`src/hw/rlar_pkg.sv`:
```
// shared constants and types for reference-loss and auto-restart protection
package rlar_pkg;

  // ****************************************************************
  // clock and timing
  // ****************************************************************
  localparam longint unsigned CLK_HZ = 200_000_000;
  localparam longint unsigned REF_WIN_MS = 400;
  localparam longint unsigned REF_WIN_CYC = CLK_HZ / 1000 * REF_WIN_MS;
  localparam longint unsigned CHECK_MS = 5;
  localparam longint unsigned CHECK_CYC = CLK_HZ / 1000 * CHECK_MS;
  localparam longint unsigned FAULT_FREE_MIN = 10;
  localparam longint unsigned FAULT_FREE_CYC = CLK_HZ * 60 * FAULT_FREE_MIN;
  localparam int TMR_W = 40;

  // ****************************************************************
  // reference handling
  // ****************************************************************
  localparam int REF_W = 16;
  localparam logic [31:0] PCT_FULL = 32'h0000_0064;
  localparam logic [31:0] LOSS_DROP_PCT = 32'h0000_005a;
  localparam logic [7:0] RUN_PCT_RST = 8'h50;

  // ****************************************************************
  // restart settings and output function codes
  // ****************************************************************
  localparam logic [3:0] LIMIT_MAX = 4'ha;
  localparam logic [3:0] LIMIT_RST = 4'h0;
  localparam logic [7:0] MF_REF_LOST = 8'h0c;
  localparam logic [7:0] MF_AUTO_RESTART = 8'h1e;

  // fault bits 0..13: overcurrent, ground, fuse_blown, overvoltage,
  // undervoltage, main_voltage, output_phase, resistor_overheat,
  // brake_transistor, motor_overload, drive_overload, motor_overheat,
  // overtorque_a, overtorque_b; bits 14..15 are other faults
  localparam int NUM_FAULTS = 16;
  localparam logic [NUM_FAULTS-1:0] RESTART_MASK = 16'h3fff;

  // ****************************************************************
  // register map
  // ****************************************************************
  localparam int ADDR_W = 8;
  localparam logic [ADDR_W-1:0] REG_CONFIG = 8'h00;
  localparam logic [ADDR_W-1:0] REG_STATUS = 8'h04;
  localparam logic [ADDR_W-1:0] REG_HELD = 8'h08;
  localparam logic [ADDR_W-1:0] REG_MFO_BASE = 8'h10;
  localparam logic [ADDR_W-1:0] WORD_BYTES = 8'h04;
  localparam int CFG_RESP_BIT = 0;
  localparam int CFG_RELAY_BIT = 1;
  localparam int CFG_LIMIT_LSB = 8;
  localparam int CFG_PCT_LSB = 16;
  localparam int STS_STATE_LSB = 0;
  localparam int STS_LOST_BIT = 2;
  localparam int STS_USED_LSB = 4;
  localparam int STS_RELAY_BIT = 8;
  localparam int STS_LOCK_BIT = 9;

  // gray coded along run -> wait -> restart -> lock; restart -> run flips both bits
  typedef enum logic [1:0] {
    ST_RUN = 2'b00,
    ST_WAIT = 2'b01,
    ST_RESTART = 2'b11,
    ST_LOCK = 2'b10
  } rlar_state_type;

endpackage

```
`src/hw/rlar_ref_loss.sv`:
```
// analog frequency reference loss detector
`timescale 1ns/1ps
`default_nettype none
module rlar_ref_loss
  import rlar_pkg::*;
#(
  parameter longint unsigned WIN_CYC = REF_WIN_CYC
) (
  input wire logic mclk,
  input wire logic reset,
  input wire logic [REF_W-1:0] ref_in,
  output logic lost_q,
  output logic [REF_W-1:0] held_q
);

  localparam logic [TMR_W-1:0] WIN_LAST = TMR_W'(WIN_CYC - 1);

  typedef struct packed {
    logic [TMR_W-1:0] win_cnt;
    logic [REF_W-1:0] base;
    logic [REF_W-1:0] held;
    logic lost;
  } rlar_det_type;

  rlar_det_type q, d;
  logic [31:0] cur_x;
  logic [31:0] base_x;
  logic [31:0] held_x;
  logic drop_hit;
  logic recover;

  // ****************************************************************
  // detection
  // ****************************************************************
  // base is refreshed once per window; a drop that straddles a window
  // edge may be seen late, traded for a single compare per cycle
  always_comb begin
    d = q;
    cur_x = {16'h0000, ref_in} * PCT_FULL;
    base_x = {16'h0000, q.base} * (PCT_FULL - LOSS_DROP_PCT);
    held_x = {16'h0000, q.held} * (PCT_FULL - LOSS_DROP_PCT);
    drop_hit = (q.base != '0) && (cur_x <= base_x);
    recover = cur_x > held_x;
    if (!q.lost) begin
      if (drop_hit) begin
        d.lost = 1'b1;
        d.held = q.base;
      end else if (q.win_cnt == WIN_LAST) begin
        d.win_cnt = '0;
        d.base = ref_in;
      end else begin
        d.win_cnt = q.win_cnt + 1'b1;
      end
    end else if (recover) begin
      d.lost = 1'b0;
      d.base = ref_in;
      d.win_cnt = '0;
    end
  end

  // state register; no detection before the first window closes
  always_ff @(posedge mclk) begin
    if (reset) begin
      q <= '0;
    end else begin
      q <= d;
    end
  end

  assign lost_q = q.lost;
  assign held_q = q.held;
endmodule // rlar_ref_loss
`default_nettype wire

```
`src/hw/rlar_protect.sv`:
```
// reference-loss response and auto-restart sequencer with register port
`timescale 1ns/1ps
`default_nettype none
module rlar_protect
  import rlar_pkg::*;
#(
  parameter int NUM_MFO = 5,
  parameter longint unsigned WIN_CYC = REF_WIN_CYC,
  parameter longint unsigned CHK_CYC = CHECK_CYC,
  parameter longint unsigned FF_CYC = FAULT_FREE_CYC
) (
  input wire logic mclk,
  input wire logic reset,
  input wire logic [REF_W-1:0] ref_in,
  input wire logic [NUM_FAULTS-1:0] fault_in,
  input wire logic fault_reset_pin,
  input wire logic [ADDR_W-1:0] reg_addr,
  input wire logic [31:0] reg_wdata,
  input wire logic reg_wr,
  input wire logic reg_rd,
  output logic [31:0] reg_rdata_q,
  output logic [REF_W-1:0] freq_ref_out_q,
  output logic drive_stop_q,
  output logic restart_req_q,
  output logic fault_relay_q,
  output logic [NUM_MFO-1:0] mfo_q
);

  localparam logic [TMR_W-1:0] CHK_LAST = TMR_W'(CHK_CYC - 1);
  localparam logic [TMR_W-1:0] FF_LAST = TMR_W'(FF_CYC - 1);

  typedef struct packed {
    logic rst_s1;
    logic rst_s2;
    logic rst_s3;
    rlar_state_type st;
    logic [3:0] used;
    logic attempted;
    logic [TMR_W-1:0] chk_cnt;
    logic [TMR_W-1:0] ff_cnt;
    logic resp_sel;
    logic relay_sel;
    logic [3:0] limit;
    logic [7:0] run_pct;
    logic [NUM_MFO-1:0][7:0] mfo_sel;
    logic [31:0] rdata;
    logic [REF_W-1:0] freq_out;
    logic stop;
    logic restart;
    logic relay;
    logic [NUM_MFO-1:0] mfo;
  } rlar_ctl_type;

  rlar_ctl_type q, d;
  logic lost;
  logic [REF_W-1:0] held;
  logic [NUM_MFO-1:0] mf_hit;
  logic restarting;
  logic any_fault;
  logic nr_fault;
  logic freset;
  logic [3:0] used_inc;
  logic [3:0] used_next;
  logic [3:0] wr_limit;
  logic [31:0] scaled_x;
  logic [REF_W-1:0] scaled;

  // ****************************************************************
  // reference loss detector
  // ****************************************************************
  rlar_ref_loss #(
    .WIN_CYC(WIN_CYC)
  ) u_ref_loss (
    .mclk(mclk),
    .reset(reset),
    .ref_in(ref_in),
    .lost_q(lost),
    .held_q(held)
  );

  // ****************************************************************
  // multi-function outputs
  // ****************************************************************
  assign restarting = (q.st == ST_WAIT) || (q.st == ST_RESTART);

  // each output compares its own function code
  genvar gi;
  generate
    for (gi = 0; gi < NUM_MFO; gi++) begin : g_mfo
      assign mf_hit[gi] = ((q.mfo_sel[gi] == MF_REF_LOST) && lost) ||
                          ((q.mfo_sel[gi] == MF_AUTO_RESTART) && restarting);
    end
  endgenerate

  // ****************************************************************
  // next state
  // ****************************************************************
  always_comb begin
    d = q;
    // fault reset terminal: two flops, then edge detect on the second
    d.rst_s1 = fault_reset_pin;
    d.rst_s2 = q.rst_s1;
    d.rst_s3 = q.rst_s2;
    freset = q.rst_s2 && !q.rst_s3;
    any_fault = |fault_in;
    nr_fault = |(fault_in & ~RESTART_MASK);
    used_inc = q.used + 4'h1;
    used_next = q.attempted ? used_inc : q.used;
    d.restart = 1'b0;

    case (q.st)
      ST_RUN: begin
        if (any_fault) begin
          d.ff_cnt = '0;
          d.used = used_next;
          if (nr_fault || (used_next >= q.limit)) begin
            d.st = ST_LOCK;
          end else begin
            d.st = ST_WAIT;
            d.chk_cnt = '0;
          end
        end else if (q.attempted) begin
          if (q.ff_cnt == FF_LAST) begin
            d.used = '0;
            d.attempted = 1'b0;
            d.ff_cnt = '0;
          end else begin
            d.ff_cnt = q.ff_cnt + 1'b1;
          end
        end
      end
      ST_WAIT: begin
        if (nr_fault) begin
          d.st = ST_LOCK;
        end else if (q.chk_cnt == CHK_LAST) begin
          d.chk_cnt = '0;
          if (!any_fault) begin
            d.st = ST_RESTART;
            d.restart = 1'b1;
          end
        end else begin
          d.chk_cnt = q.chk_cnt + 1'b1;
        end
      end
      ST_RESTART: begin
        d.st = ST_RUN;
        d.attempted = 1'b1;
        d.ff_cnt = '0;
      end
      ST_LOCK: begin
        // reset only once faults are gone
        if (freset && !any_fault) begin
          d.st = ST_RUN;
          d.used = '0;
          d.attempted = 1'b0;
        end
      end
      default: begin
        d.st = ST_LOCK;
      end
    endcase

    // register writes; an out-of-range limit is clamped, not refused
    wr_limit = reg_wdata[CFG_LIMIT_LSB +: 4];
    if (reg_wr) begin
      if (reg_addr == REG_CONFIG) begin
        d.resp_sel = reg_wdata[CFG_RESP_BIT];
        d.relay_sel = reg_wdata[CFG_RELAY_BIT];
        d.limit = (wr_limit > LIMIT_MAX) ? LIMIT_MAX : wr_limit;
        d.run_pct = reg_wdata[CFG_PCT_LSB +: 8];
      end
      for (int i = 0; i < NUM_MFO; i++) begin
        if (reg_addr == REG_MFO_BASE + ADDR_W'(i) * WORD_BYTES) begin
          d.mfo_sel[i] = reg_wdata[7:0];
        end
      end
    end

    // read data valid the cycle after the strobe only
    d.rdata = '0;
    if (reg_rd) begin
      if (reg_addr == REG_CONFIG) begin
        d.rdata[CFG_RESP_BIT] = q.resp_sel;
        d.rdata[CFG_RELAY_BIT] = q.relay_sel;
        d.rdata[CFG_LIMIT_LSB +: 4] = q.limit;
        d.rdata[CFG_PCT_LSB +: 8] = q.run_pct;
      end else if (reg_addr == REG_STATUS) begin
        d.rdata[STS_STATE_LSB +: 2] = q.st;
        d.rdata[STS_LOST_BIT] = lost;
        d.rdata[STS_USED_LSB +: 4] = q.used;
        d.rdata[STS_RELAY_BIT] = q.relay;
        d.rdata[STS_LOCK_BIT] = (q.st == ST_LOCK);
      end else if (reg_addr == REG_HELD) begin
        d.rdata[REF_W-1:0] = held;
      end
      for (int i = 0; i < NUM_MFO; i++) begin
        if (reg_addr == REG_MFO_BASE + ADDR_W'(i) * WORD_BYTES) begin
          d.rdata[7:0] = q.mfo_sel[i];
        end
      end
    end

    scaled_x = ({16'h0000, held} * {24'h00_0000, q.run_pct}) / PCT_FULL;
    scaled = scaled_x[REF_W-1:0];
    if (lost) begin
      d.freq_out = q.resp_sel ? scaled : '0;
    end else begin
      d.freq_out = ref_in;
    end
    // stop on loss with response zero
    d.stop = (q.st == ST_WAIT) || (q.st == ST_LOCK) || (lost && !q.resp_sel);
    d.relay = (q.st == ST_LOCK) || (q.relay_sel && restarting);
    d.mfo = mf_hit;
  end

  // ****************************************************************
  // state register
  // ****************************************************************
  // power-up reset clears count
  always_ff @(posedge mclk) begin
    if (reset) begin
      q <= '0;
      q.st <= ST_RUN;
      q.limit <= LIMIT_RST;
      q.run_pct <= RUN_PCT_RST;
    end else begin
      q <= d;
    end
  end

  assign reg_rdata_q = q.rdata;
  assign freq_ref_out_q = q.freq_out;
  assign drive_stop_q = q.stop;
  assign restart_req_q = q.restart;
  assign fault_relay_q = q.relay;
  assign mfo_q = q.mfo;
endmodule // rlar_protect
`default_nettype wire

```
`config.mk`:
```
export PLATFORM = sky130hd
export DESIGN_NAME = rlar_protect
export DESIGN_NICKNAME = d
export VERILOG_FILES = /design/src/hw/rlar_pkg.sv /design/src/hw/rlar_ref_loss.sv /design/src/hw/rlar_protect.sv
export SDC_FILE = /design/constraint.sdc
export NUM_CORES = 1
export LEC_CHECK = 0
export BUFFER_PORTS_ARGS = -buffer_cell sky130_fd_sc_hd__buf_2
export CAP_MARGIN = 5
export CORE_AREA = 4 4 247 249
export DETAILED_ROUTE_END_ITERATION = 12
export DIE_AREA = 0 0 251 253
export PLACE_DENSITY_LB_ADDON = 0.25
export SKIP_LAST_GASP = 1
export SLEW_MARGIN = 5
export SYNTH_ARGS = -nofsm -noshare
export SYNTH_HDL_FRONTEND = slang
export SYNTH_SLANG_ARGS = --single-unit
```
`constraint.sdc`:
```
create_clock -name mclk -period 23 [get_ports mclk]
set_input_delay 4.6 -clock mclk [delete_from_list [all_inputs] [get_ports mclk]]
set_output_delay 4.6 -clock mclk [all_outputs]
set_load 0.01 [all_outputs]
```
After elaboration in Yosys (flattened, before gate mapping)
Cells that the tools add are included.
{"block": "op_classes", "bitwise_logic": 6, "addsub": 4, "reduce_logical": 56, "muxes": 48, "n_lt_le_gt_ge": 4, "div": 1, "n_eq_ne": 34, "n_mul": 4}
{"op": "$mux 40", "n": 8}
{"op": "$mux 56", "n": 3}
{"op": "$pmux 40 s2", "n": 2}
{"op": "$add 40x1->40 const B", "n": 3}
{"op": "$eq 8x5->1 const B", "n": 9}
{"op": "$mux 16", "n": 4}
{"op": "$eq 8x4->1 const B", "n": 6}
{"op": "$eq 40x20->1 const B", "n": 1}
{"op": "$eq 40x27->1 const B", "n": 1}
{"op": "$eq 40x37->1 const B", "n": 1}
{"op": "$mux 8", "n": 5}
{"op": "$mul 16x3->19 const B", "n": 2}
{"op": "$div 24x7->32 const B", "n": 1}
{"op": "$mul 16x8->24", "n": 1}
{"op": "$gt 23x20->1", "n": 1}
{"op": "$le 23x20->1", "n": 1}
{"op": "$mul 16x5->21 const B", "n": 1}
{"op": "$mux 6", "n": 3}
{"op": "$reduce_and 2->1", "n": 9}
{"op": "$mux 4", "n": 4}
{"op": "$reduce_bool 16->1", "n": 1}
{"op": "$reduce_or 16->1", "n": 1}
{"op": "$logic_and 1x1->1", "n": 15}
{"op": "$mux 2", "n": 6}
{"op": "other kinds (30)", "n": 68}
{"block": "word_totals", "in_bits": 77, "output_inout_bits": 56, "elab_cells": 187, "regBits": 273}

Longest topological paths before layout
Gate-level depths: netlist of run 1.
{"block": "logic_depth", "ltp_word": 9, "mapped_depth": 62}

Cells and area by module
A second synthesis of run 1 with hierarchy kept.
{"block": "hier_totals", "hier_cells": 3055, "hier_area_um2": 24676.2}
{"mod": "rlar_protect", "n_inst": 1, "cells_each": 2118, "seq_area_each_um2": 3843.7, "area_each_um2": 16942.5}
{"mod": "rlar_ref_loss", "n_inst": 1, "cells_each": 937, "seq_area_each_um2": 1461.4, "area_each_um2": 7733.7}

Worst setup path before layout of run 1
OpenSTA, ideal clock, no wires.
{"block": "synth_path", "path_type": "reg2reg", "start": "reg q[100] (netlist name)", "end": "reg q, in the netlist freq_ref_out_q[0]", "period_less_slack_ps": 14502, "t_arrival_ps": 14410, "setup_slack_ps": 8498, "path_stages_with_launch": 59, "cell_sequence": "dfxtp_1 > clkbuf_1 > nand2_1 > fa_1 > inv_1 > fa_1 > fa_1 > inv_1 > fa_1 > inv_1 > ha_1 > buf_2 > a21oi_1 > a21boi_1 > or4_1 > o211a_1 > a211o_1 > o41ai_1 > [... 23 more ...] > o21ai_1 > o21ba_1 > o2111a_1 > o2111ai_1 > a41oi_2 > mux2_2 > nor3_2 > nand2_1 > a31oi_2 > buf_6 > mux2i_2 > nor3_1 > a211oi_2 > mux2i_1 > nand2_1 > a21boi_1 > mux2_2 > o32ai_1"}
{"block": "synth_via", "elab_chain_len": 4}
{"element": "start, declared", "line": "rlar_protect.sv:54", "text": "rlar_ctl_type q, d;"}
{"element": "$mul 16x8->24", "line": "rlar_protect.sv:203", "text": "scaled_x = ({16'h0000, held} * {24'h00_0000, q.run_pct}) / PCT_FULL;"}
{"element": "$div 24x7->32", "line": "rlar_protect.sv:203"}
{"element": "$mux 16", "line": "rlar_protect.sv:206", "text": "d.freq_out = q.resp_sel ? scaled : '0;"}
{"element": "$mux 16", "line": "rlar_protect.sv:205", "text": "if (lost) begin"}
No other way between the ends.
A chain may end at the register's enable or synchronous reset.

Worst setup path in the final report of run 1
{"block": "layout_path", "start": "reg q[102] (netlist name)", "end": "reg q, in the netlist freq_ref_out_q[0]"}
The elaborated chain is that of the path after synthesis.

==> metrics.cfg, run 1 <==
[global_routing]
grt_max_degree = 83
antenna_found_initial = 0
overflow = 0
grt_pass1_vias = 19680
grt_util_all_layers_pct = 19.19
grt_pass1_wl_um = 102900

[pwr]
peakVddDrop_uv = 56.31
cellLeakagePower_nw = 10.49
p_seq_share_pct = 38.6
p_int_w = 0.0008643
power.switching_w = 0.0003640
power_frac_comb_pct = 20.8
clkPwrFrac_pct = 40.6
power-per-cell-area_nw_per_um2 = 48.71
swShare_pct = 29.63

[detailed_routing]
drtAntennaViolNets = 0
drt_wl_total_um = 63640
avgViaCountPerCell = 5.615
drtIter0Drc = 1476
drc = 0
firstDrtPassIters = 6
avgRoutedWirePerCell_um = 17.25
via_count = 20720

[floorplan]
start_util_pct = 39.80
coreArea_sq_um = 58690
die_w_um = 251
ios = 133
num_rows = 89
dieArea_sq_um = 63500
chipHeight_um = 253

[min_path]
hold_depth = 1
hold_start = d[198]
worstHoldPathType = reg -> reg
min_to = d[197]

[logic_synthesis]
synthArstFlopShare_pct = 0
synth_cell_types = 104
ys_ff_latch = 265
synthCells = 2887
synth_area_per_cell_sq_um = 8.091
syn-cell-area_sq_um = 23360
synth_seq_area_share_pct = 22.71
ys.flop_type = dfxtp_1
synth_edf_count = 0
yosys-top-cells-area = dfxtp_1, ha_1, fa_1
netlist.area_leader.share_pct = 22.71
yosysMostFrequentCell = nand2_1
yosysWarnings = 0
synth_top_area_cell = dfxtp_1
synthTopCellsByCount = nand2_1, nor2_1, dfxtp_1, ha_1, inv_1

[layout]
num_antenna_cells = 0
area_delta_synth_final_pct = 7.950
nets = 3267
seqCellArea_sq_um = 5305
drive_above_1_share_pct = 8.505
multi_input_area_sq_um = 16500
n_fill_cell = 5884

[setup_path]
crit_top_cell = fa_1
end_kind = flip-flop
cp-start-kind = flip-flop
critPathMaxFanout = 18
crit_type = reg -> reg
crit_buf_inv = 2
r2r_setup_slack_ns = 4.49
crit_required_ns = 23.49
reg2reg_to = freq_ref_out_q[0]
slowest_delay_ns = 0.78
worstRegToRegCells = 52
critical-path-top-delay-family = compound AO/OA/AOI/OAI gates
critPathArrivalTime_ns = 18.99
slowest_stage = dfxtp_1
r2r_start = q[102]

[clocking]
hold_buffers = 0
clock_path_buffers = 3
cts_tree = yes
insertion_delay_ns = 0.58
path_clk_slew_ns = 0.06
post_cts_buffers = 0
clk_root_buffer_cell = clkbuf_16
h-tree-depth = 1
clock_sinks = 265
post_cts_resized = 0
cts_made_buffers = 31

[timing]
max-slew-margin-rel_pct = 27.87
period_minus_slack_ns = 18.51
fmax_ghz = 0.05403
worst_pin_slew_ns = 1.074
finalCritPeriodShare_pct = 80.47
timing.final.ws_setup_ns = 4.492
skew_ns = 0.02934
hold_viol_final = 0
rsz0062_at_grt = false
final-setup-viol-count = 0
final_max_slew_viol_count = 0
setup_tns_ns = 0

[placement]
place_congestion = 0.8860
preCtsSetupSlack_ns = 4.677
dp.final_hpwl_um = 48650
port_buffers = 112

[run]
maxCapViolCount = 0

[outcome]
status = finished clean

## registers in the layout (all words and copies together) (netlist names)
signal / flops
freq_ref_out_q: 16
reg_rdata_q: 24
fault_relay_q: 1
d: 2
u_ref_loss.held_q: 16
mfo_q: 5
drive_stop_q: 1
q: 142
u_ref_loss.lost_q: 1
restart_req_q: 1
u_ref_loss.q: 56
## power by group through the flow
| stage | sequential (W) | combinational (W) | clock, W |
|---|---|---|---|
| after floorplan | 0.000482 | 0.000184 | 0 |
| after global placement | 0.000483 | 0.000247 | 0 |
| after detailed placement | 0.000484 | 0.000254 | 0 |
| after CTS | 0.000474 | 0.000256 | 0.000511 |
| after global routing | 0.000474 | 0.000290 | 0.000531 |
| final | 0.000474 | 0.000256 | 0.000499 |
## per-layer routing
| metal | part of all wire, % | global-route usage (%) | wire (um) | vias up |
|---|---|---|---|---|
| li1 | - | - | - | 10110 |
| met1 | 46 | 26.74 | 29160 | 10000 |
| met2 | 47 | 32.33 | 29820 | 547 |
| met3 | 5.3 | 2.157 | 3390 | 57 |
| met4 | 2.0 | 3.978 | 1261 | 0 |
| met5 | 0 | 0 | 0 | - |
## area by class of cell
class / count / area share (%)
inverter: 200 / 2.977
tap: 773 / 3.836
sequential: 265 / 21.04
clock buffer: 43 / 3.613
multi-input combinational: 2271 / 65.44
clock inverter: 14 / 0.5359
timing repair buffer: 123 / 2.561
## worst max path at each step
stage,startpoint,end,cells after the start
after floorplan,q[100],freq_ref_out_q[0],58
after global placement,u_ref_loss.held_q[4],freq_ref_out_q[0],50
after detailed placement,u_ref_loss.held_q[4],freq_ref_out_q[0],49
after CTS,q[102],freq_ref_out_q[0],49
after global routing,q[103],freq_ref_out_q[0],52
final,q[102],freq_ref_out_q[0],52
## placed cells by master (no fill, tap or decap), types with 24 or more instances in the layout
cell type  count
o21ai_0       92
nor2_1       267
nor4_1        38
nor3_1        46
buf_2        111
nand4_1       45
nor2b_1       27
nand3_1      123
dfxtp_1      265
xnor2_1       71
a22oi_1       27
xor2_1       110
inv_1        200
and3_1        40
and2_1       117
nand2b_1      24
mux2i_1       61
fa_1          97
a21o_1        39
a21oi_1      185
nand2_1      286
clkbuf_16     31
ha_1         201
## through the flow
stage	hold WS, ns	std cells	utilization, %	area (sq um)	total power (W)
2_1_floorplan	0.4138	2894	-	23380	0.0006655
3_3_place_gp	0.4310	3632	41.18	24170	0.0007304
3_5_place_dp	0.4287	3632	41.18	24170	0.0007371
4_1_cts	0.4433	3689	42.97	25210	0.001241
5_1_grt	0.4658	3689	42.97	25210	0.001295
6_report	0.4387	3689	42.97	25210	0.001228
## cells by family (layout without fill, tap and decap cells)
family          Yosys count  in the layout  synth area share (%)
fa+ha+maj               298            298                 19.08
compound gates          590            590                 17.32
other cells               1              8               0.01605
flops                   265            265                 22.71
xor+xnor                182            182                 6.857
mux                      77             77                 3.423
buf+inv                 358            380                 6.782
simple gates           1116           1116                 23.81
(Power assumes the default switching activity.)
==> run 2: changes to the inputs <==
Clock period 23 ns to 18.14 ns, I/O delays scaled along.
==> run 2 against run 1 <==
Largest power group unchanged; sequential share of layout area shrank 0.14 points; first-iteration DRC count shrank 2.2%; count of clock-buffer cells in the layout is the same; clock power grew 36%; critical path type unchanged; final cell count grew 0.35%; non-clock buffer count grew 12; fmax grew 8.5%.
==> metrics.cfg, run 2 (synthesis results as in run 1) <==
[global_routing]
antenna_found_initial = 0
grt_util_all_layers_pct = 19.41
grt_pass1_vias = 19800
grt_max_degree = 72
overflow = 0
grt_pass1_wl_um = 103100

[layout]
multi_input_area_sq_um = 16530
num_antenna_cells = 0
nets = 3279
largest_reg_flops = 142
mostFrequentLayoutCell = nand2_1
fin_util_pct = 43.33
top_register = q
n_fill_cell = 5858
seqCellArea_sq_um = 5314
area_delta_synth_final_pct = 8.871
drive_above_1_share_pct = 9.218
final_cell_mix = nand2_1, nor2_1, dfxtp_1

[detailed_routing]
avgViaCountPerCell = 5.617
via_count = 20800
drc = 0
avgRoutedWirePerCell_um = 17.36
drt_wl_total_um = 64270
drtIter0Drc = 1444
firstDrtPassIters = 5
drtAntennaViolNets = 0

[setup_path]
r2r_start = u_ref_loss.held_q[6]
critical-path-top-delay-family = compound AO/OA/AOI/OAI gates
cp.depth = 54
worstRegToRegCells = 54
cp-start-kind = flip-flop
slowest_stage = dfxtp_1
crit_type = reg -> reg
crit_buf_inv = 4
critPathArrivalTime_ns = 17.53
crit_required_ns = 18.62
end_kind = flip-flop
crit_top_cell = a21oi_1
slowest_delay_ns = 0.72
r2r_setup_slack_ns = 1.09
critPathMaxFanout = 12
reg2reg_to = freq_ref_out_q[0]

[timing]
fmax_ghz = 0.05864
final_max_slew_viol_count = 0
final-setup-viol-count = 0
skew_ns = 0.02575
setup_tns_ns = 0
period_minus_slack_ns = 17.05
hold_viol_final = 0
finalCritPeriodShare_pct = 94.01
rsz0062_at_grt = false
max-slew-margin-rel_pct = 29.02
worst_pin_slew_ns = 1.057

[floorplan]
ios = 133
coreArea_sq_um = 58690
start_util_pct = 39.80
die_w_um = 251
chipHeight_um = 253
dieArea_sq_um = 63500
num_rows = 89

[placement]
dp.final_hpwl_um = 49560
port_buffers = 112
place_congestion = 0.8750

[clocking]
clock_sinks = 265
hold_buffers = 0
cts_made_buffers = 31
path_clk_slew_ns = 0.06
post_cts_buffers = 0
cts_tree = yes
insertion_delay_ns = 0.59
clk_root_buffer_cell = clkbuf_16
post_cts_resized = 0
h-tree-depth = 1
clock_path_buffers = 3

[min_path]
min_to = d[197]
hold_depth = 1
hold_start = d[198]
worstHoldPathType = reg -> reg

[pwr]
cellLeakagePower_nw = 10.60
peakVddDrop_uv = 73.02
power-per-cell-area_nw_per_um2 = 63.12

[run]
maxCapViolCount = 0

[outcome]
status = finished clean

## run 2: how the worst max path moves through the flow
| stage | from | end | slack [ns] |
|---|---|---|---|
| after floorplan | q[100] | freq_ref_out_q[0] | 3.64 |
| after global placement | q[102] | freq_ref_out_q[0] | 1.20 |
| after detailed placement | q[101] | freq_ref_out_q[0] | 0.93 |
| after CTS | q[100] | freq_ref_out_q[0] | 0.84 |
| after global routing | u_ref_loss.held_q[6] | freq_ref_out_q[0] | 0.009 |
| final | u_ref_loss.held_q[6] | freq_ref_out_q[0] | 1.09 |
## run 2: final cells by class
class                   count  share of cell area, %
repair buffers            135                  2.893
inverters                 200                  2.952
flip-flops and latches    265                  20.90
multi-input cells        2271                  65.02
clock inverters            15                 0.9693
clock buffers              43                  3.464
well taps                 773                  3.803
## run 2: per-stage QoR
stage / setup WS, ns / hold WS [ns] / cells / total power [W] / cell area [sq um]
2_1_floorplan: 3.638 / 0.4138 / 2894 / 0.0008439 / 23380
3_3_place_gp: 1.195 / 0.4162 / 3644 / 0.0009255 / 24260
3_5_place_dp: 0.9337 / 0.4270 / 3644 / 0.0009351 / 24260
6_report: 1.087 / 0.4386 / 3702 / 0.001605 / 25430
4_1_cts: 0.8379 / 0.4412 / 3702 / 0.001622 / 25390
5_1_grt: 0.009395 / 0.4696 / 3702 / 0.001689 / 25430
## run 2: power by group
group,switching [W],internal [W],leakage (nW)
Clock,0.000257,0.000425,0.555
Combinational,0.000196,0.000128,7.90
Sequential,0.00000951,0.000591,2.14
## run 2: routing by layer
layer	global-route usage (%)	vias to the layer above	part of all wire, %	wire length (um)
li1	-	10140	-	-
met1	26.30	10050	46	29250
met2	32.57	504	46	29830
met3	2.578	102	5.1	3294
met4	5.563	0	3.0	1898
met5	0	-	0	0
==> run 3: changes to the inputs <==
Settings changed: PLACE_DENSITY set to 0.57, PLACE_DENSITY_LB_ADDON 0.25 to unset.
Clock period 18.14 ns to 18.6 ns, I/O delays scaled along.
==> run 3 against run 2 <==
First-iteration DRC count shrank 13%; design area shrank 0.31%; wire length increased by 1.9%; non-clock buffer count is 5 higher; core utilization fell by 0.13 points; via count decreased by 0.21%; clock skew decreased by 0.0043 ns; count of clock-buffer cells in the layout decreased by 3; die area unchanged; critical path depth is the same; largest cell class unchanged.
==> metrics.cfg, run 3 (synthesis results as in run 1) <==
[floorplan]
coreArea_sq_um = 58690
dieArea_sq_um = 63500
chipHeight_um = 253
num_rows = 89
die_w_um = 251
ios = 133
start_util_pct = 39.80

[timing]
hold_viol_final = 0
rsz0062_at_grt = false
skew_ns = 0.02144
hold_ws_ns = 0.4412
fmax_ghz = 0.05754
max-slew-margin-rel_pct = 22.98
setup_tns_ns = 0
worst_pin_slew_ns = 1.145
finalCritPeriodShare_pct = 93.43
final_max_slew_viol_count = 0
period_minus_slack_ns = 17.38
final-setup-viol-count = 0

[detailed_routing]
avgViaCountPerCell = 5.610
via_count = 20750
drc = 0
avgRoutedWirePerCell_um = 17.70
drtIter0Drc = 1260
firstDrtPassIters = 5
drt_wl_total_um = 65480
drtAntennaViolNets = 0

[clocking]
cts_tree = yes
path_clk_slew_ns = 0.06
insertion_delay_ns = 0.58
clock_path_buffers = 3
h-tree-depth = 1
cts_made_buffers = 30
hold_buffers = 0
clk_root_buffer_cell = clkbuf_16
clock_sinks = 265

[setup_path]
crit_buf_inv = 4
reg2reg_to = freq_ref_out_q[0]
r2r_start = u_ref_loss.held_q[10]
critical-path-top-delay-family = compound AO/OA/AOI/OAI gates
crit_top_cell = nand2_1
slowest_delay_ns = 0.67
cp-startpoint = u_ref_loss.held_q[10]
crit_end = freq_ref_out_q[0]
crit_required_ns = 19.08
r2r_setup_slack_ns = 1.22
cp.depth = 54
critPathMaxFanout = 12
worstRegToRegCells = 54
end_kind = flip-flop
slowest_stage = o41ai_1
critPathArrivalTime_ns = 17.86
cp-start-kind = flip-flop
crit_type = reg -> reg

[pwr]
peakVddDrop_uv = 70.45
power-per-cell-area_nw_per_um2 = 59.74
cellLeakagePower_nw = 10.58

[global_routing]
antenna_found_initial = 0
grt_util_all_layers_pct = 19.88
grt_pass1_vias = 20190
grt_max_degree = 73
overflow = 0
grt_pass1_wl_um = 106000

[layout]
mostFrequentLayoutCell = nand2_1
multi_input_area_sq_um = 16540
final_cell_mix = nand2_1, nor2_1, dfxtp_1
largest_reg_flops = 142
drive_above_1_share_pct = 9.262
top_register = q
num_antenna_cells = 0
n_fill_cell = 5837
area_delta_synth_final_pct = 8.533
nets = 3283
seqCellArea_sq_um = 5313

[placement]
dp.final_hpwl_um = 50410
port_buffers = 112
place_congestion = 0.8667

[outcome]
status = finished clean

[run]
maxCapViolCount = 0

[min_path]
worstHoldPathType = reg -> reg

## run 3: cell count changes in the layout (fill, tap and decap cells not counted), moves of 2 or more
cell | before | now
o22ai_1 | 5 | 3
bufinv_16 | 6 | 4
clkbuf_1 | 6 | 4
buf_4 | 24 | 29
## run 3: layout make-up
class / instances / area share (%)
Tap cell: 773 / 3.815
Timing Repair Buffer: 140 / 3.050
Clock buffer: 40 / 3.346
Inverter: 200 / 2.961
Sequential cell: 265 / 20.96
Clock inverter: 10 / 0.6367
Multi-Input combinational cell: 2271 / 65.23
## run 3: worst register-to-register path: cells and delay by family (launching register included)
family,cells,cell delay [ns]
multiplexers,8,2.74
flip-flops,1,0.66
buffers and inverters,4,0.40
XOR/XNOR,1,0.42
AO/OA/AOI/OAI,20,6.21
AND/OR/NAND/NOR,16,4.28
adder cells (fa/ha/maj),5,2.55
## run 3: metal layers
layer	GRT usage (%)	wire [um]	share of wire [%]	vias to the layer above
met3	2.886	3105	4.7	111
li1	-	-	-	10130
met1	26.92	30120	46	10040
met5	0	0	0	-
met4	6.150	2251	3.4	0
met2	32.96	30000	46	468
## run 3: stage by stage
stage	total power (W)	std cells	instance area [sq um]	setup slack [ns]	util [%]
5_1_grt	0.001596	3699	25350	0.00001066	43.20
3_3_place_gp	0.0008984	3645	24270	1.039	41.35
4_1_cts	0.001529	3695	25280	0.5220	43.07
3_5_place_dp	0.0009076	3645	24270	0.6362	41.35
6_report	0.001514	3699	25350	1.222	43.20
2_1_floorplan	0.0008230	2894	23380	4.098	-
## run 3: where the power goes
group          switching [W]  internal (W)  total (W)
clock network       0.000244      0.000372   0.000615
registers         0.00000989      0.000576   0.000586
logic               0.000191      0.000122   0.000313
## run 3: what timing repair did
action | in CTS | in global routing
setup endpoints to repair | 0 | 3
gates resized for setup | 0 | 15
setup buffers | 0 | 4
## run 3: worst min-delay path by stage
stage	depth (start not counted)	endpoint	startpoint	slack, ns
floorplan	1	d[197]	d[198]	0.41
global placement	1	d[197]	d[198]	0.44
detailed placement	1	d[197]	d[198]	0.43
CTS	1	d[197]	d[198]	0.44
global route	1	d[197]	d[198]	0.48
finish	1	d[197]	d[198]	0.44
